<file path="src/shared/wad_pkg.sv">
/*
  Constants for the wide add datapath: opcodes, instruction lengths,
  operand select codes and flag positions.
  Assumes a single 50 MHz core clock and the core's active-low reset.
*/
// Operation
// - Memory byte add reads [index], adds to [pointer_pair], writes back, five cycles.
// - Source address from index_x or index_y, destination address from pointer_pair.
// - Paged models: destination page data_page_reg, source page x or y page.
// - Memory add decodes from CEH then 06H or 07H; low bit picks index.
// - Pair add into acc_pair from acc_pair, pointer_pair, index_x or index_y.
// - Immediate add into acc_pair fetches low then high byte, three cycles.
// - Pair add into pointer_pair from any of four pairs, four cycles.
// - Immediate add into pointer_pair takes three cycles.
// - Pair add into index_x accepts only acc_pair or pointer_pair.
// - Immediate add into index_x takes three cycles.
// - Pair add into index_y accepts only acc_pair or pointer_pair.
// - Immediate add into index_y decodes from C3H, low then high, three cycles.
// - Immediate add into stack_pointer takes four cycles.
package wad_pkg;
  localparam logic [7:0] OP_PREFIX_MEM = 8'hCE;
  localparam logic [7:0] OP_PREFIX_EXT = 8'hCF;
  localparam logic [7:0] OP_ACC_IMM = 8'hC0;
  localparam logic [7:0] OP_PTR_IMM = 8'hC1;
  localparam logic [7:0] OP_IDX_X_IMM = 8'hC2;
  localparam logic [7:0] OP_IDX_Y_IMM = 8'hC3;
  localparam logic [6:0] SUB_MEM_ADD = 7'h03;
  localparam logic [5:0] SUB_ACC_RP = 6'h00;
  localparam logic [5:0] SUB_PTR_RP = 6'h08;
  localparam logic [6:0] SUB_IDX_X_RP = 7'h20;
  localparam logic [6:0] SUB_IDX_Y_RP = 7'h21;
  localparam logic [6:0] SUB_SP_RP = 7'h22;
  localparam logic [7:0] SUB_SP_IMM = 8'h6E;

  localparam logic [2:0] LEN_MEM = 3'h5;
  localparam logic [2:0] LEN_IMM = 3'h3;
  localparam logic [2:0] LEN_RP = 3'h4;
  localparam logic [2:0] LEN_SP_IMM = 3'h4;
  localparam logic [2:0] CYC_FIRST = 3'h1;
  localparam logic [2:0] CYC_EXEC = 3'h2;
  localparam logic [2:0] CYC_SRC_RD = 3'h2;
  localparam logic [2:0] CYC_DST_RD = 3'h3;
  localparam logic [2:0] CYC_ONE = 3'h1;
  localparam logic [2:0] CYC_TWO = 3'h2;

  localparam logic [1:0] SRC_ACC = 2'h0;
  localparam logic [1:0] SRC_PTR = 2'h1;
  localparam logic [1:0] SRC_IDX_X = 2'h2;
  localparam logic [1:0] SRC_IDX_Y = 2'h3;

  localparam int FLG_N = 3;
  localparam int FLG_V = 2;
  localparam int FLG_C = 1;
  localparam int FLG_Z = 0;
  localparam logic [3:0] FLAGS_RST = 4'h0;
  localparam logic [15:0] PAIR_RST = 16'h0000;
  localparam logic [7:0] PAGE_FLAT = 8'h00;
  localparam logic [4:0] BCD_LIMIT = 5'h09;
  localparam logic [4:0] BCD_ADJ = 5'h06;

  typedef enum logic [2:0] {
    DST_ACC = 3'h0,
    DST_PTR = 3'h1,
    DST_IDX_X = 3'h2,
    DST_IDX_Y = 3'h3,
    DST_SP = 3'h4,
    DST_MEM = 3'h5
  } wad_dst_t;

  typedef enum logic [1:0] {
    ST_IDLE = 2'b00,
    ST_SUB = 2'b01,
    ST_EXEC = 2'b11
  } wad_state_t;
endpackage
</file>
<file path="src/core/wad_alu.sv">
/*
  Combinational adder for the wide add datapath: a 16-bit binary add and an
  8-bit add with optional packed or unpacked decimal correction.
  Assumes operands are stable within one core clock cycle.
*/
`timescale 1ns/1ps
module wad_alu (
  // Wide operands
  input wire logic [15:0] i_a16,
  input wire logic [15:0] i_b16,
  // Byte operands and modes
  input wire logic [7:0] i_a8,
  input wire logic [7:0] i_b8,
  input wire logic i_decimal,
  input wire logic i_unpacked,
  // Results, flags as N V C Z
  output logic [15:0] o_sum16,
  output logic [3:0] o_flags16,
  output logic [7:0] o_sum8,
  output logic [3:0] o_flags8
);
  logic [16:0] wide;
  logic [8:0] bin8;
  logic [4:0] lo;
  logic [4:0] hi;
  logic clo;
  logic chi;

  always_comb begin
    // Decimal and unpacked modes are deliberately ignored here.
    wide = {1'b0, i_a16} + {1'b0, i_b16};
    o_sum16 = wide[15:0];
    o_flags16[wad_pkg::FLG_N] = wide[15];
    o_flags16[wad_pkg::FLG_C] = wide[16];
    o_flags16[wad_pkg::FLG_V] = (i_a16[15] == i_b16[15]) && (wide[15] != i_a16[15]);
    o_flags16[wad_pkg::FLG_Z] = (wide[15:0] == 16'h0000);
  end

  always_comb begin
    bin8 = {1'b0, i_a8} + {1'b0, i_b8};
    lo = {1'b0, i_a8[3:0]} + {1'b0, i_b8[3:0]};
    clo = lo > wad_pkg::BCD_LIMIT;
    if (clo) begin
      lo = lo + wad_pkg::BCD_ADJ;
    end
    hi = {1'b0, i_a8[7:4]} + {1'b0, i_b8[7:4]} + {4'h0, clo};
    chi = hi > wad_pkg::BCD_LIMIT;
    if (chi) begin
      hi = hi + wad_pkg::BCD_ADJ;
    end
    if (!i_decimal) begin
      o_sum8 = bin8[7:0];
      o_flags8[wad_pkg::FLG_C] = bin8[8];
      o_flags8[wad_pkg::FLG_V] = (i_a8[7] == i_b8[7]) && (bin8[7] != i_a8[7]);
    end else if (i_unpacked) begin
      // Unpacked digits use only the low nibble; the carry is the digit carry.
      o_sum8 = {4'h0, lo[3:0]};
      o_flags8[wad_pkg::FLG_C] = clo;
      o_flags8[wad_pkg::FLG_V] = 1'b0;
    end else begin
      o_sum8 = {hi[3:0], lo[3:0]};
      o_flags8[wad_pkg::FLG_C] = chi;
      o_flags8[wad_pkg::FLG_V] = 1'b0;
    end
    o_flags8[wad_pkg::FLG_N] = o_sum8[7];
    o_flags8[wad_pkg::FLG_Z] = (o_sum8 == 8'h00);
  end
endmodule // wad_alu

</file>
<file path="src/core/wad_core.sv">
/*
  Execution logic for the group of wide add instructions and the memory to
  memory byte add. Holds the five 16-bit pairs and the four condition flags.
  Assumes a fetch unit on the same clock that presents code bytes with a
  valid bit, and a data memory with combinational read data.
*/
`timescale 1ns/1ps
module wad_core (
  // Clock, reset, enable
  input wire logic i_clock,
  input wire logic i_rstn,
  input wire logic i_ce,
  // Code byte stream
  input wire logic i_code_valid,
  input wire logic [7:0] i_code_byte,
  output logic o_code_take,
  // Status
  output logic o_busy,
  output logic o_done,
  output logic o_illegal,
  // Modes and pages
  input wire logic i_decimal_mode,
  input wire logic i_unpacked_mode,
  input wire logic i_paged_model,
  input wire logic [7:0] i_data_page,
  input wire logic [7:0] i_x_page,
  input wire logic [7:0] i_y_page,
  // Pair preload
  input wire logic i_pair_wr,
  input wire logic [2:0] i_pair_sel,
  input wire logic [15:0] i_pair_wdata,
  // Data memory
  output logic o_mem_rd,
  output logic o_mem_wr,
  output logic [15:0] o_mem_addr,
  output logic [7:0] o_mem_page,
  output logic [7:0] o_mem_wdata,
  input wire logic [7:0] i_mem_rdata,
  // Register pairs and flags
  output logic [15:0] o_acc_pair,
  output logic [15:0] o_pointer_pair,
  output logic [15:0] o_index_x,
  output logic [15:0] o_index_y,
  output logic [15:0] o_stack_pointer,
  output logic o_flag_negative,
  output logic o_flag_overflow,
  output logic o_flag_carry,
  output logic o_flag_zero
);
  wad_pkg::wad_state_t state_r;
  wad_pkg::wad_dst_t dst_r;
  logic [2:0] cyc_r;
  logic [2:0] len_r;
  logic [1:0] src_r;
  logic is_imm_r;
  logic index_select_r;
  logic [7:0] prefix_r;
  logic [7:0] imm_lo_r;
  logic [7:0] src_byte_r;
  logic [3:0] mem_flags_r;
  logic [3:0] flags_r;
  logic [15:0] pair_r [5];
  logic need_byte;
  logic adv;
  logic last;
  logic [15:0] opnd_b;
  logic [15:0] sum16;
  logic [3:0] flags16;
  logic [7:0] sum8;
  logic [3:0] flags8;

  // Selects a source pair from the two-bit source_pair_field.
  function automatic logic [15:0] pair_by_field(input logic [1:0] f, input logic [15:0] acc,
    input logic [15:0] ptr, input logic [15:0] ix, input logic [15:0] iy);
    unique case (f)
      wad_pkg::SRC_ACC: pair_by_field = acc;
      wad_pkg::SRC_PTR: pair_by_field = ptr;
      wad_pkg::SRC_IDX_X: pair_by_field = ix;
      wad_pkg::SRC_IDX_Y: pair_by_field = iy;
    endcase
  endfunction

  assign last = (cyc_r == len_r - wad_pkg::CYC_ONE);
  assign need_byte = (state_r == wad_pkg::ST_IDLE) || (state_r == wad_pkg::ST_SUB) ||
    ((state_r == wad_pkg::ST_EXEC) && is_imm_r && (cyc_r >= len_r - wad_pkg::CYC_TWO));
  // A missing code byte stalls the sequence rather than corrupting it.
  assign adv = i_ce && (!need_byte || i_code_valid);
  assign o_code_take = adv && need_byte;
  assign o_busy = (state_r != wad_pkg::ST_IDLE);
  assign o_done = adv && (state_r == wad_pkg::ST_EXEC) && last;
  assign opnd_b = is_imm_r ? {i_code_byte, imm_lo_r} :
    pair_by_field(src_r, pair_r[wad_pkg::DST_ACC], pair_r[wad_pkg::DST_PTR],
    pair_r[wad_pkg::DST_IDX_X], pair_r[wad_pkg::DST_IDX_Y]);

  always_comb begin
    o_illegal = 1'b0;
    if (adv && (state_r == wad_pkg::ST_IDLE)) begin
      o_illegal = !(i_code_byte[7:2] == wad_pkg::OP_ACC_IMM[7:2] ||
        i_code_byte == wad_pkg::OP_PREFIX_MEM || i_code_byte == wad_pkg::OP_PREFIX_EXT);
    end else if (adv && (state_r == wad_pkg::ST_SUB)) begin
      if (prefix_r == wad_pkg::OP_PREFIX_MEM) begin
        o_illegal = i_code_byte[7:1] != wad_pkg::SUB_MEM_ADD;
      end else begin
        o_illegal = !(i_code_byte[7:2] == wad_pkg::SUB_ACC_RP || i_code_byte[7:2] == wad_pkg::SUB_PTR_RP ||
          i_code_byte[7:1] == wad_pkg::SUB_IDX_X_RP || i_code_byte[7:1] == wad_pkg::SUB_IDX_Y_RP ||
          i_code_byte[7:1] == wad_pkg::SUB_SP_RP || i_code_byte == wad_pkg::SUB_SP_IMM);
      end
    end
  end

  wad_alu u_alu (
    .i_a16(pair_r[dst_r]),
    .i_b16(opnd_b),
    .i_a8(i_mem_rdata),
    .i_b8(src_byte_r),
    .i_decimal(i_decimal_mode),
    .i_unpacked(i_unpacked_mode),
    .o_sum16(sum16),
    .o_flags16(flags16),
    .o_sum8(sum8),
    .o_flags8(flags8)
  );

  // Instruction sequencing and decode.
  always_ff @(posedge i_clock or negedge i_rstn) begin
    if (!i_rstn) begin
      state_r <= wad_pkg::ST_IDLE;
      dst_r <= wad_pkg::DST_ACC;
      cyc_r <= 3'h0;
      len_r <= wad_pkg::LEN_IMM;
      src_r <= wad_pkg::SRC_ACC;
      is_imm_r <= 1'b0;
      index_select_r <= 1'b0;
      prefix_r <= 8'h00;
    end else if (adv && !o_illegal) begin
      unique case (state_r)
        wad_pkg::ST_IDLE: begin
          prefix_r <= i_code_byte;
          cyc_r <= wad_pkg::CYC_FIRST;
          if (i_code_byte == wad_pkg::OP_PREFIX_MEM || i_code_byte == wad_pkg::OP_PREFIX_EXT) begin
            state_r <= wad_pkg::ST_SUB;
          end else begin
            // Low two bits of C0H..C3H pick the destination pair.
            state_r <= wad_pkg::ST_EXEC;
            dst_r <= wad_pkg::wad_dst_t'({1'b0, i_code_byte[1:0]});
            is_imm_r <= 1'b1;
            len_r <= wad_pkg::LEN_IMM;
          end
        end
        wad_pkg::ST_SUB: begin
          state_r <= wad_pkg::ST_EXEC;
          cyc_r <= wad_pkg::CYC_EXEC;
          is_imm_r <= 1'b0;
          len_r <= wad_pkg::LEN_RP;
          src_r <= {1'b0, i_code_byte[0]};
          if (prefix_r == wad_pkg::OP_PREFIX_MEM) begin
            dst_r <= wad_pkg::DST_MEM;
            index_select_r <= i_code_byte[0];
            len_r <= wad_pkg::LEN_MEM;
          end else if (i_code_byte[7:2] == wad_pkg::SUB_ACC_RP) begin
            dst_r <= wad_pkg::DST_ACC;
            src_r <= i_code_byte[1:0];
          end else if (i_code_byte[7:2] == wad_pkg::SUB_PTR_RP) begin
            dst_r <= wad_pkg::DST_PTR;
            src_r <= i_code_byte[1:0];
          end else if (i_code_byte[7:1] == wad_pkg::SUB_IDX_X_RP) begin
            dst_r <= wad_pkg::DST_IDX_X;
          end else if (i_code_byte[7:1] == wad_pkg::SUB_IDX_Y_RP) begin
            dst_r <= wad_pkg::DST_IDX_Y;
          end else if (i_code_byte[7:1] == wad_pkg::SUB_SP_RP) begin
            dst_r <= wad_pkg::DST_SP;
          end else begin
            dst_r <= wad_pkg::DST_SP;
            is_imm_r <= 1'b1;
            len_r <= wad_pkg::LEN_SP_IMM;
          end
        end
        wad_pkg::ST_EXEC: begin
          cyc_r <= cyc_r + wad_pkg::CYC_ONE;
          if (last) begin
            state_r <= wad_pkg::ST_IDLE;
          end
        end
      endcase
    end else if (adv && o_illegal) begin
      // Dropping a half-decoded prefix keeps the next opcode from being read as a second byte.
      state_r <= wad_pkg::ST_IDLE;
    end
  end

  // Immediate low byte arrives first and is held for the final cycle.
  always_ff @(posedge i_clock or negedge i_rstn) begin
    if (!i_rstn) begin
      imm_lo_r <= 8'h00;
    end else if (adv && (state_r == wad_pkg::ST_EXEC) && is_imm_r && !last) begin
      imm_lo_r <= i_code_byte;
    end
  end

  // Register pairs: an executing add wins over a preload in the same cycle.
  always_ff @(posedge i_clock or negedge i_rstn) begin
    if (!i_rstn) begin
      for (int i = 0; i < 5; i++) begin
        pair_r[i] <= wad_pkg::PAIR_RST;
      end
    end else begin
      if (i_ce && i_pair_wr && (i_pair_sel <= wad_pkg::DST_SP)) begin
        pair_r[i_pair_sel] <= i_pair_wdata;
      end
      if (o_done && (dst_r != wad_pkg::DST_MEM)) begin
        pair_r[dst_r] <= sum16;
      end
    end
  end

  // Condition flags; interrupt flags live elsewhere and are never touched.
  always_ff @(posedge i_clock or negedge i_rstn) begin
    if (!i_rstn) begin
      flags_r <= wad_pkg::FLAGS_RST;
    end else if (o_done) begin
      flags_r <= (dst_r == wad_pkg::DST_MEM) ? mem_flags_r : flags16;
    end
  end

  // Memory byte add: read source in cycle 2, destination in 3, write in 4.
  always_ff @(posedge i_clock or negedge i_rstn) begin
    if (!i_rstn) begin
      o_mem_rd <= 1'b0;
      o_mem_wr <= 1'b0;
      o_mem_addr <= 16'h0000;
      o_mem_page <= wad_pkg::PAGE_FLAT;
      o_mem_wdata <= 8'h00;
      src_byte_r <= 8'h00;
      mem_flags_r <= wad_pkg::FLAGS_RST;
    end else if (adv) begin
      o_mem_rd <= 1'b0;
      o_mem_wr <= 1'b0;
      if ((state_r == wad_pkg::ST_SUB) && (prefix_r == wad_pkg::OP_PREFIX_MEM) && !o_illegal) begin
        o_mem_rd <= 1'b1;
        o_mem_addr <= i_code_byte[0] ? pair_r[wad_pkg::DST_IDX_Y] : pair_r[wad_pkg::DST_IDX_X];
        o_mem_page <= !i_paged_model ? wad_pkg::PAGE_FLAT : (i_code_byte[0] ? i_y_page : i_x_page);
      end else if ((state_r == wad_pkg::ST_EXEC) && (dst_r == wad_pkg::DST_MEM)) begin
        if (cyc_r == wad_pkg::CYC_SRC_RD) begin
          src_byte_r <= i_mem_rdata;
          o_mem_rd <= 1'b1;
          o_mem_addr <= pair_r[wad_pkg::DST_PTR];
          o_mem_page <= i_paged_model ? i_data_page : wad_pkg::PAGE_FLAT;
        end else if (cyc_r == wad_pkg::CYC_DST_RD) begin
          o_mem_wr <= 1'b1;
          o_mem_wdata <= sum8;
          mem_flags_r <= flags8;
        end
      end
    end
  end

  assign o_acc_pair = pair_r[wad_pkg::DST_ACC];
  assign o_pointer_pair = pair_r[wad_pkg::DST_PTR];
  assign o_index_x = pair_r[wad_pkg::DST_IDX_X];
  assign o_index_y = pair_r[wad_pkg::DST_IDX_Y];
  assign o_stack_pointer = pair_r[wad_pkg::DST_SP];
  assign o_flag_negative = flags_r[wad_pkg::FLG_N];
  assign o_flag_overflow = flags_r[wad_pkg::FLG_V];
  assign o_flag_carry = flags_r[wad_pkg::FLG_C];
  assign o_flag_zero = flags_r[wad_pkg::FLG_Z];

  // Checks.
  logic mem_start;
  logic imm_start;
  logic sp_imm_start;
  assign mem_start = adv && (state_r == wad_pkg::ST_IDLE) && (i_code_byte == wad_pkg::OP_PREFIX_MEM);
  assign imm_start = adv && !o_illegal && (state_r == wad_pkg::ST_IDLE) &&
    (i_code_byte[7:2] == wad_pkg::OP_ACC_IMM[7:2]);
  assign sp_imm_start = adv && (state_r == wad_pkg::ST_SUB) && (prefix_r == wad_pkg::OP_PREFIX_EXT) &&
    (i_code_byte == wad_pkg::SUB_SP_IMM);

  a_mem_five_cycles: assert property (@(posedge i_clock) disable iff (!i_rstn)
    (mem_start ##1 (o_code_take && !o_illegal) ##1 i_ce[*2]) |=> (i_ce |-> (o_done && o_mem_wr)))
    else $error("memory add did not finish in five cycles");
  a_mem_src_addr: assert property (@(posedge i_clock) disable iff (!i_rstn)
    (o_mem_rd && cyc_r == wad_pkg::CYC_SRC_RD) |->
    o_mem_addr == (index_select_r ? pair_r[wad_pkg::DST_IDX_Y] : pair_r[wad_pkg::DST_IDX_X]))
    else $error("memory add source address not from index pair");
  a_mem_dst_addr: assert property (@(posedge i_clock) disable iff (!i_rstn)
    (o_mem_rd && cyc_r == wad_pkg::CYC_DST_RD) ##1 o_mem_wr |-> o_mem_addr == pair_r[wad_pkg::DST_PTR])
    else $error("memory add destination address not pointer_pair");
  a_mem_src_page: assert property (@(posedge i_clock) disable iff (!i_rstn)
    (o_mem_rd && cyc_r == wad_pkg::CYC_SRC_RD && $past(i_paged_model)) |->
    o_mem_page == (index_select_r ? $past(i_y_page) : $past(i_x_page)))
    else $error("memory add source page wrong");
  a_imm_three_cycles: assert property (@(posedge i_clock) disable iff (!i_rstn)
    imm_start ##1 (i_ce && i_code_valid)[*2] |-> o_done)
    else $error("immediate add did not finish in three cycles");
  a_sp_imm_four: assert property (@(posedge i_clock) disable iff (!i_rstn)
    sp_imm_start ##1 (i_ce && i_code_valid)[*2] |-> (o_done && dst_r == wad_pkg::DST_SP))
    else $error("stack pointer immediate add did not finish in four cycles");
  a_acc_imm_sum: assert property (@(posedge i_clock) disable iff (!i_rstn)
    (o_done && is_imm_r && dst_r == wad_pkg::DST_ACC && !i_pair_wr) |=>
    o_acc_pair == $past(o_acc_pair) + {$past(i_code_byte), $past(imm_lo_r)})
    else $error("acc_pair immediate sum wrong");
  a_wide_zero_flag: assert property (@(posedge i_clock) disable iff (!i_rstn)
    (o_done && dst_r != wad_pkg::DST_MEM) |=> (o_flag_zero == ($past(sum16) == 16'h0000)) &&
    (o_flag_negative == $past(sum16[15])))
    else $error("wide add zero or negative flag wrong");
  a_mem_flag_zero: assert property (@(posedge i_clock) disable iff (!i_rstn)
    (o_mem_wr && o_done) |=> o_flag_zero == ($past(o_mem_wdata) == 8'h00))
    else $error("memory add zero flag wrong");
  a_index_src_limit: assert property (@(posedge i_clock) disable iff (!i_rstn)
    (state_r == wad_pkg::ST_EXEC && !is_imm_r && dst_r inside {wad_pkg::DST_IDX_X, wad_pkg::DST_IDX_Y,
    wad_pkg::DST_SP}) |-> !src_r[1])
    else $error("index or stack add took an index source");

  c_mem_add: cover property (@(posedge i_clock) disable iff (!i_rstn) o_done && o_mem_wr);
  c_imm_add: cover property (@(posedge i_clock) disable iff (!i_rstn) o_done && is_imm_r);
  c_sp_pair: cover property (@(posedge i_clock) disable iff (!i_rstn)
    o_done && !is_imm_r && dst_r == wad_pkg::DST_SP);
  c_illegal: cover property (@(posedge i_clock) disable iff (!i_rstn) o_illegal);
endmodule // wad_core

</file>
<file path="config.mk">
export PLATFORM = sky130hd
export DESIGN_NAME = wad_core
export DESIGN_NICKNAME = d
export VERILOG_FILES = /design/src/shared/wad_pkg.sv /design/src/core/wad_alu.sv /design/src/core/wad_core.sv
export SDC_FILE = /design/constraint.sdc
export NUM_CORES = 1
export LEC_CHECK = 0
export ABC_AREA = 0
export CAP_MARGIN = 25
export CORE_ASPECT_RATIO = 2
export CORE_UTILIZATION = 55
export DETAILED_ROUTE_END_ITERATION = 10
export DONT_BUFFER_PORTS = 1
export GPL_ROUTABILITY_DRIVEN = 0
export GPL_TIMING_DRIVEN = 0
export HOLD_SLACK_MARGIN = 0.06
export MAX_ROUTING_LAYER = met4
export PLACE_DENSITY = 0.82
export SKIP_LAST_GASP = 1
export SYNTH_ARGS = -nofsm -noshare
export SYNTH_HDL_FRONTEND = slang
export SYNTH_SLANG_ARGS = --single-unit
</file>
<file path="constraint.sdc">
create_clock -name i_clock -period 5.6 [get_ports i_clock]
set_input_delay 1.12 -clock i_clock [delete_from_list [all_inputs] [get_ports i_clock]]
set_output_delay 1.12 -clock i_clock [all_outputs]
set_load 0.01 [all_outputs]
</file>
# --- Yosys cells after proc, flatten, opt, wreduce, memory -nomap -nowiden ---
# Cells that the tools add are included.
op_classes:
  n_addsub: 10
  order_cmp: 8
  reduce_logical: 55
  muxes: 67
  n_eq_ne: 26
  bitwise: 4
ops:
  columns: ["operator", "n"]
  rows:
  - ["$bwmux 80", 2]
  - ["$mux 80", 2]
  - ["$mux 16", 9]
  - ["$demux 16 s3", 2]
  - ["$mux 8", 8]
  - ["$pmux 16 s4", 1]
  - ["$bmux 16 s3", 1]
  - ["$eq 8x8->1 const B", 3]
  - ["$logic_and 1x1->1", 22]
  - ["$eq 7x6->1 const B", 3]
  - ["$mux 3", 7]
  - ["$mux 1", 19]
  - ["$add 16x16->17", 1]
  - ["$logic_not 16->1", 1]
  - ["$mux 2", 8]
  - ["$mux 4", 3]
  - ["$pmux 3 s2", 2]
  - ["$logic_or 1x1->1", 11]
  - ["$add 4x4->5", 2]
  - ["$gt 5x4->1 const B", 2]
  - ["$reduce_bool 2->1", 5]
  - ["$add 8x8->9", 1]
  - ["$pmux 3 s3", 1]
  - ["$add 4x3->4 const B", 2]
  - ["33 further kinds", 52]
totals:
  word_cells: 191
  regBits: 160
  in_bits: 67
  out_inout_bits: 122

# --- Depth between registers and ports, before layout ---
depth:
  depth_word: 14
  mapped_depth: 19
  mapped_depth_nobuf: 19

# --- By module ---
# From an unflattened synthesis, not the netlist that was laid out.
hier_totals:
  cells_unflattened: 1009
  hier_area_um2: 10337.4
by_module_without_submodules:
  columns: ["module", "cells_each", "seq_area_each_um2", "area_per_inst_um2", "instances"]
  rows:
  - ["wad_core", 822, 4006.3, 8886.0, 1]
  - ["wad_alu", 187, 0.0, 1451.4, 1]

# --- Worst setup path before layout ---
# No wires, ideal clock.
synth_timing:
  path_kind: "input port to flip-flop"
  start: "input i_mem_rdata[0]"
  end: "register o_mem_wdata[6]"
  setup_time_ps: 65
  required_time_ps: 5535
  path_buffers: 0
  cell_stages: 17
  arrival_time_ps: 4647
  setup_slack_ps: 888
  cell_sequence: "ha_1 -> inv_1 -> fa_1 -> xor2_1 -> ha_1 -> nand2_1 -> a41oi_1 -> fa_1 -> inv_1 -> fa_1 -> xnor2_1 -> ha_1 -> a22oi_1 -> a31oi_1 -> mux2_2 -> o22ai_1 -> mux2_2"
synth_via:
  elab_chain_cells: 7
  word_cells_on_any_way: 9
  cone_classes: "add/sub (4); order compare (2); mux (3)"
synth_lines:
  columns: ["element", "line", "rtl"]
  rows:
  - ["start: declaration", "wad_core.sv:38", "input wire logic [7:0] i_mem_rdata,"]
  - ["$add 4x4->5", "wad_alu.sv:41", "lo = {1'b0, i_a8[3:0]} + {1'b0, i_b8[3:0]};"]
  - ["$gt 5x4->1", "wad_alu.sv:42", "clo = lo > wad_pkg::BCD_LIMIT;"]
  - ["$add 5x1->5", "wad_alu.sv:46", "hi = {1'b0, i_a8[7:4]} + {1'b0, i_b8[7:4]} + {4'h0, clo};"]
  - ["$add 4x3->4 / $gt 5x4->1 (equally long branches)", "wad_alu.sv:49, wad_alu.sv:47", null]
  - ["$mux 4", "wad_alu.sv:48", "if (chi) begin"]
  - ["$mux 8", "wad_alu.sv:55", "end else if (i_unpacked) begin"]
  - ["$mux 8 (*)", "wad_alu.sv:51", "if (!i_decimal) begin"]
  - ["end signal: assignment", "wad_core.sv:250", "o_mem_wdata <= sum8;"]
  - ["end: declaration", "wad_core.sv:37", "output logic [7:0] o_mem_wdata,"]
# Mark *: on every way between the ends. The rest lies on a longest branch, timed or not.
# A chain may end at the register's enable or synchronous reset.

# --- Final worst setup path ---
layout_timing:
  start: "register src_r[0]"
  end: "register flags_r[0]"
layout_via:
  elab_chain_cells: 6
  word_cells_on_any_way: 9
  cone_classes: "add/sub (1); eq/ne (3); mux (3); reduce/logical (2)"
layout_lines:
  columns: ["element", "line", "rtl"]
  rows:
  - ["start: declaration", "wad_core.sv:54", "logic [1:0] src_r;"]
  - ["start signal: assignment", "wad_core.sv:131", "src_r <= wad_pkg::SRC_ACC;"]
  - ["start signal: assignment", "wad_core.sv:155", "src_r <= {1'b0, i_code_byte[0]};"]
  - ["start signal: assignment", "wad_core.sv:162", "src_r <= i_code_byte[1:0];"]
  - ["$eq 2x2->1, or another cell as far along", "wad_core.sv:75", "unique case (f)"]
  - ["$pmux 16 s4 (*)", "wad_core.sv:75", null]
  - ["$mux 16 (*)", "wad_core.sv:91", "assign opnd_b = is_imm_r ? {i_code_byte, imm_lo_r} :"]
  - ["$add 16x16->17 (*)", "wad_alu.sv:31", "wide = {1'b0, i_a16} + {1'b0, i_b16};"]
  - ["$logic_not 16->1 (*)", "wad_alu.sv:36", "o_flags16[wad_pkg::FLG_Z] = (wide[15:0] == 16'h0000);"]
  - ["$mux 4 (*)", "wad_core.sv:221", "flags_r <= (dst_r == wad_pkg::DST_MEM) ? mem_flags_r : flags16;"]
  - ["end signal: assignment", "wad_core.sv:219", "flags_r <= wad_pkg::FLAGS_RST;"]
  - ["end signal: assignment", "wad_core.sv:221", null]
  - ["end: declaration", "wad_core.sv:61", "logic [3:0] flags_r;"]
# Marked as above.

==> impl_metrics.toml <==
[sta]
setup_viol = 0
slew_viol_final = 0
maxSlewHeadroom_pct = 22.31
clock_skew_ns = 0.01265
min_period_over_period_pct = 94.15
tightestPinTransition_ns = 1.165
period_needed_ns = 5.273
max_freq_mhz = 189.7
rsz0062_at_grt = "false"
finalHoldViolations = 0

[floorplan]
num_io_pins = 189
die_w_um = 100.2
die_h_um = 198.3
dieArea_mm2 = 0.01987
fp-row-count = 71
initial_core_util_pct = 56.28
coreArea_mm2 = 0.01883

[cells_and_area]
finalNonFillerCells = 1397
multi_input_area_mm2 = 0.006225
drive_gt1_share_pct = 14.81
fillers = 1619
layout.nets = 1233
finalInstanceArea_mm2 = 0.01159
register_area_mm2 = 0.003981
area_growth_pct = 9.337

[clock_tree]
numCtsBuffers = 17
cts_max_path_buffers = 2
htree_levels = 4
cts_tree = "built"
numClockSinks = 159
clk_pin_slew_ns = 0.07
clock_latency_ns = 0.45
cts_root_buf = "clkbuf_16"

[global_route]
grt_pass1_wl_um = 57280
grt_max_degree = 160
antenna_found_initial = 1
grt_util_all_layers_pct = 41.11
grt_overflow = 0
grt_pass1_vias = 9914

[synth]
synth_edf_count = 0
synthCells = 1103
syn_nets = 1208
syn-cell-area_mm2 = 0.01060
synth.distinct_cells = 71
synth.area.top_cells = "dfrtp_1 (37%), mux2i_1 (10%), mux2_2 (8.6%)"
synth-main-ff-cell = "dfrtp_1"
async_flop_share_pct = 100.0
yosysWarnings = 0
postSynthAreaPerCell_um2 = 9.610
synth_top_area_share_pct = 37.06
ys_seq_area_share_pct = 37.56
yosys.area.top_type = "dfrtp_1"
ys_seq_elements = 159

[worst_hold_path]
hold_path_class = "primary input to asynchronous set/reset pin"

[setup_path]
critical_path.max_fanout = 10
cp-end-kind = "flip-flop"
critical_path_class = "flip-flop to flip-flop"
arrival_ns = 5.65
r2r-start = "src_r[0]$_DFFE_PN0P_"
r2r_setup_slack_ns = 0.33
reg2reg_depth = 13
r2r-end = "flags_r[0]$_DFFE_PN0P_"
start_kind = "flip-flop"
required_ns = 5.98

[outcome]
outcome = "finished clean"

[power_and_ir_drop]
p_sw_share_pct = 51.05
power_leakage_nw = 5.336
p_clk_share_pct = 13.9
p_int_mw = 4.203
p_comb_share_pct = 58.0
power_frac_seq_pct = 28.1
powerDensity_mw_per_mm2 = 740.7
p_sw_mw = 4.383
vdd_ir_drop_max_v = 0.0004247
total_power_mw = 8.585

[placement]
place_hpwl_um = 27940
placed_cells = 1359
io_buffers = 0
dpl_cell_area_mm2 = 0.01092

[routing]
first_iter_violations = 887
first_pass_iters = 6
routed_wl_um = 38290
wl_per_cell_um = 27.41
ant_nets = 0
drcViolationCount = 0
num_vias = 9764
vias_per_cell = 6.989

[run]
cap_violations = 0
## area by class of cell
class | instances | share of cell area, %
inverter | 21 | 0.6801
antenna | 1 | 0.02159
multi-input combinational | 854 | 53.71
timing repair buffer | 6 | 0.5290
clock inverter | 14 | 1.317
sequential | 159 | 34.35
buffer | 69 | 2.850
clock buffer | 18 | 3.789
tap | 255 | 2.753
## worst max path at each step
| stage | startpoint | endpoint | slack (ns) | cells after the start |
|---|---|---|---|---|
| 2_1_floorplan | i_mem_rdata[0] | o_mem_wdata[6]$_DFFE_PN0P_ | 0.89 | 17 |
| 3_3_place_gp | src_r[1]$_DFFE_PN0P_ | flags_r[0]$_DFFE_PN0P_ | -0.09 | 13 |
| 3_5_place_dp | src_r[1]$_DFFE_PN0P_ | flags_r[0]$_DFFE_PN0P_ | -0.12 | 13 |
| 4_1_cts | src_r[1]$_DFFE_PN0P_ | flags_r[0]$_DFFE_PN0P_ | 0.09 | 13 |
| 5_1_grt | dst_r[0]$_DFFE_PN0P_ | flags_r[0]$_DFFE_PN0P_ | 0.22 | 14 |
| 6_report | src_r[0]$_DFFE_PN0P_ | flags_r[0]$_DFFE_PN0P_ | 0.33 | 13 |
## worst max-delay path: stages, from the launching register on
cell and delay, ns:
dfrtp_1 0.32, clkbuf_1 0.66, clkbuf_1 0.69, mux4_2 0.42, mux2_2 0.28, ha_1 0.29
fa_1 0.45, a211oi_1 0.32, o21ai_1 0.23, a311o_1 0.47, and4_1 0.23, nor3_2 0.52
nand4_1 0.21, nand2_1 0.12
## placed cells by master (no fill, tap or decap), types with 21 or more instances in the layout
master	synthesis	routed
mux2_2	81	81
a21oi_1	102	102
inv_1	21	21
ha_1	34	34
nand2_1	107	107
o21ai_0	65	65
nor2_1	97	97
dfrtp_1	157	157
mux2i_1	106	106
clkbuf_1	49	48
## power groups by stage
stage	sequential (mW)	combinational, mW	clock, mW
6_report	2.41	4.98	1.20
5_1_grt	2.44	5.31	1.25
4_1_cts	2.38	4.73	1.20
3_5_place_dp	2.39	4.69	0
3_3_place_gp	2.37	4.55	0
2_1_floorplan	2.12	3.55	0
## stage by stage
stage          hold WS (ns)  setup slack (ns)  utilization (%)  TNS (ns)
2_1_floorplan        0.4346            0.8882                -         0
3_3_place_gp         0.4500          -0.08550            57.98   -0.1072
3_5_place_dp         0.4522           -0.1205            58.01   -0.2709
4_1_cts              0.3636           0.09354            61.19         0
5_1_grt              0.3593            0.2214            61.54         0
6_report             0.3649            0.3273            61.54         0
## cells by family (layout without fill, tap and decap cells)
logic type | after synthesis | count (layout) | synth area share [%]
muxes | 204 | 204 | 22.23
buffers and inverters | 90 | 128 | 3.777
other | 0 | 1 | 0
and+or+nand+nor | 310 | 310 | 13.82
xor gates and xnor gates | 19 | 19 | 1.711
AOI/OAI and AO/OA | 283 | 283 | 16.14
adders and majority gates | 38 | 38 | 4.769
DFF | 159 | 159 | 37.56
## Yosys cell counts (all sizes together), types with 3 or more instances
cell type	number
ha	34
o22ai	20
mux2	81
fa	4
a21o	13
o2111ai	4
and3	6
or2	7
o211ai	8
and2	9
clkbuf	50
or3	8
nor2b	20
a22o	3
nor3b	4
nand4b	5
xnor2	11
o21a	4
nand4	5
nand2	107
and4	5
nor2	97
mux4	17
nor3	8
a21oi	103
dfrtp	157
xor2	7
mux2i	106
a211oi	16
nand3	10
o21ai	75
buf	19
a31oi	9
nand2b	10
inv	21
## per-layer routing
layer	up-vias	global-route usage [%]	part of all wire, %
met5	-	-	0
met2	747	64.56	48
met3	319	15.57	11
met1	4617	37.46	30
met4	0	38.81	12
li1	4081	-	-
## registers in the layout, indices dropped and copies added, names as in the netlist
signal,cells
o_acc_pair,16
o_index_x,16
o_index_y,16
o_mem_addr,16
o_pointer_pair,16
o_stack_pointer,16
imm_lo_r,8
o_mem_page,8
o_mem_wdata,8
prefix_r,8
src_byte_r,8
flags_r,4
cyc_r,3
dst_r,3
len_r,3
mem_flags_r,3
src_r,2
state_r,2
is_imm_r,1
o_mem_rd,1
o_mem_wr,1
## repair_timing
action,CTS,global route
resized for setup,2,3
hold endpoints to repair,0,0
endpoints found under the setup margin,6,6
hold buffers,0,0
buffers inserted,0,0
(Power assumes the default switching activity.)
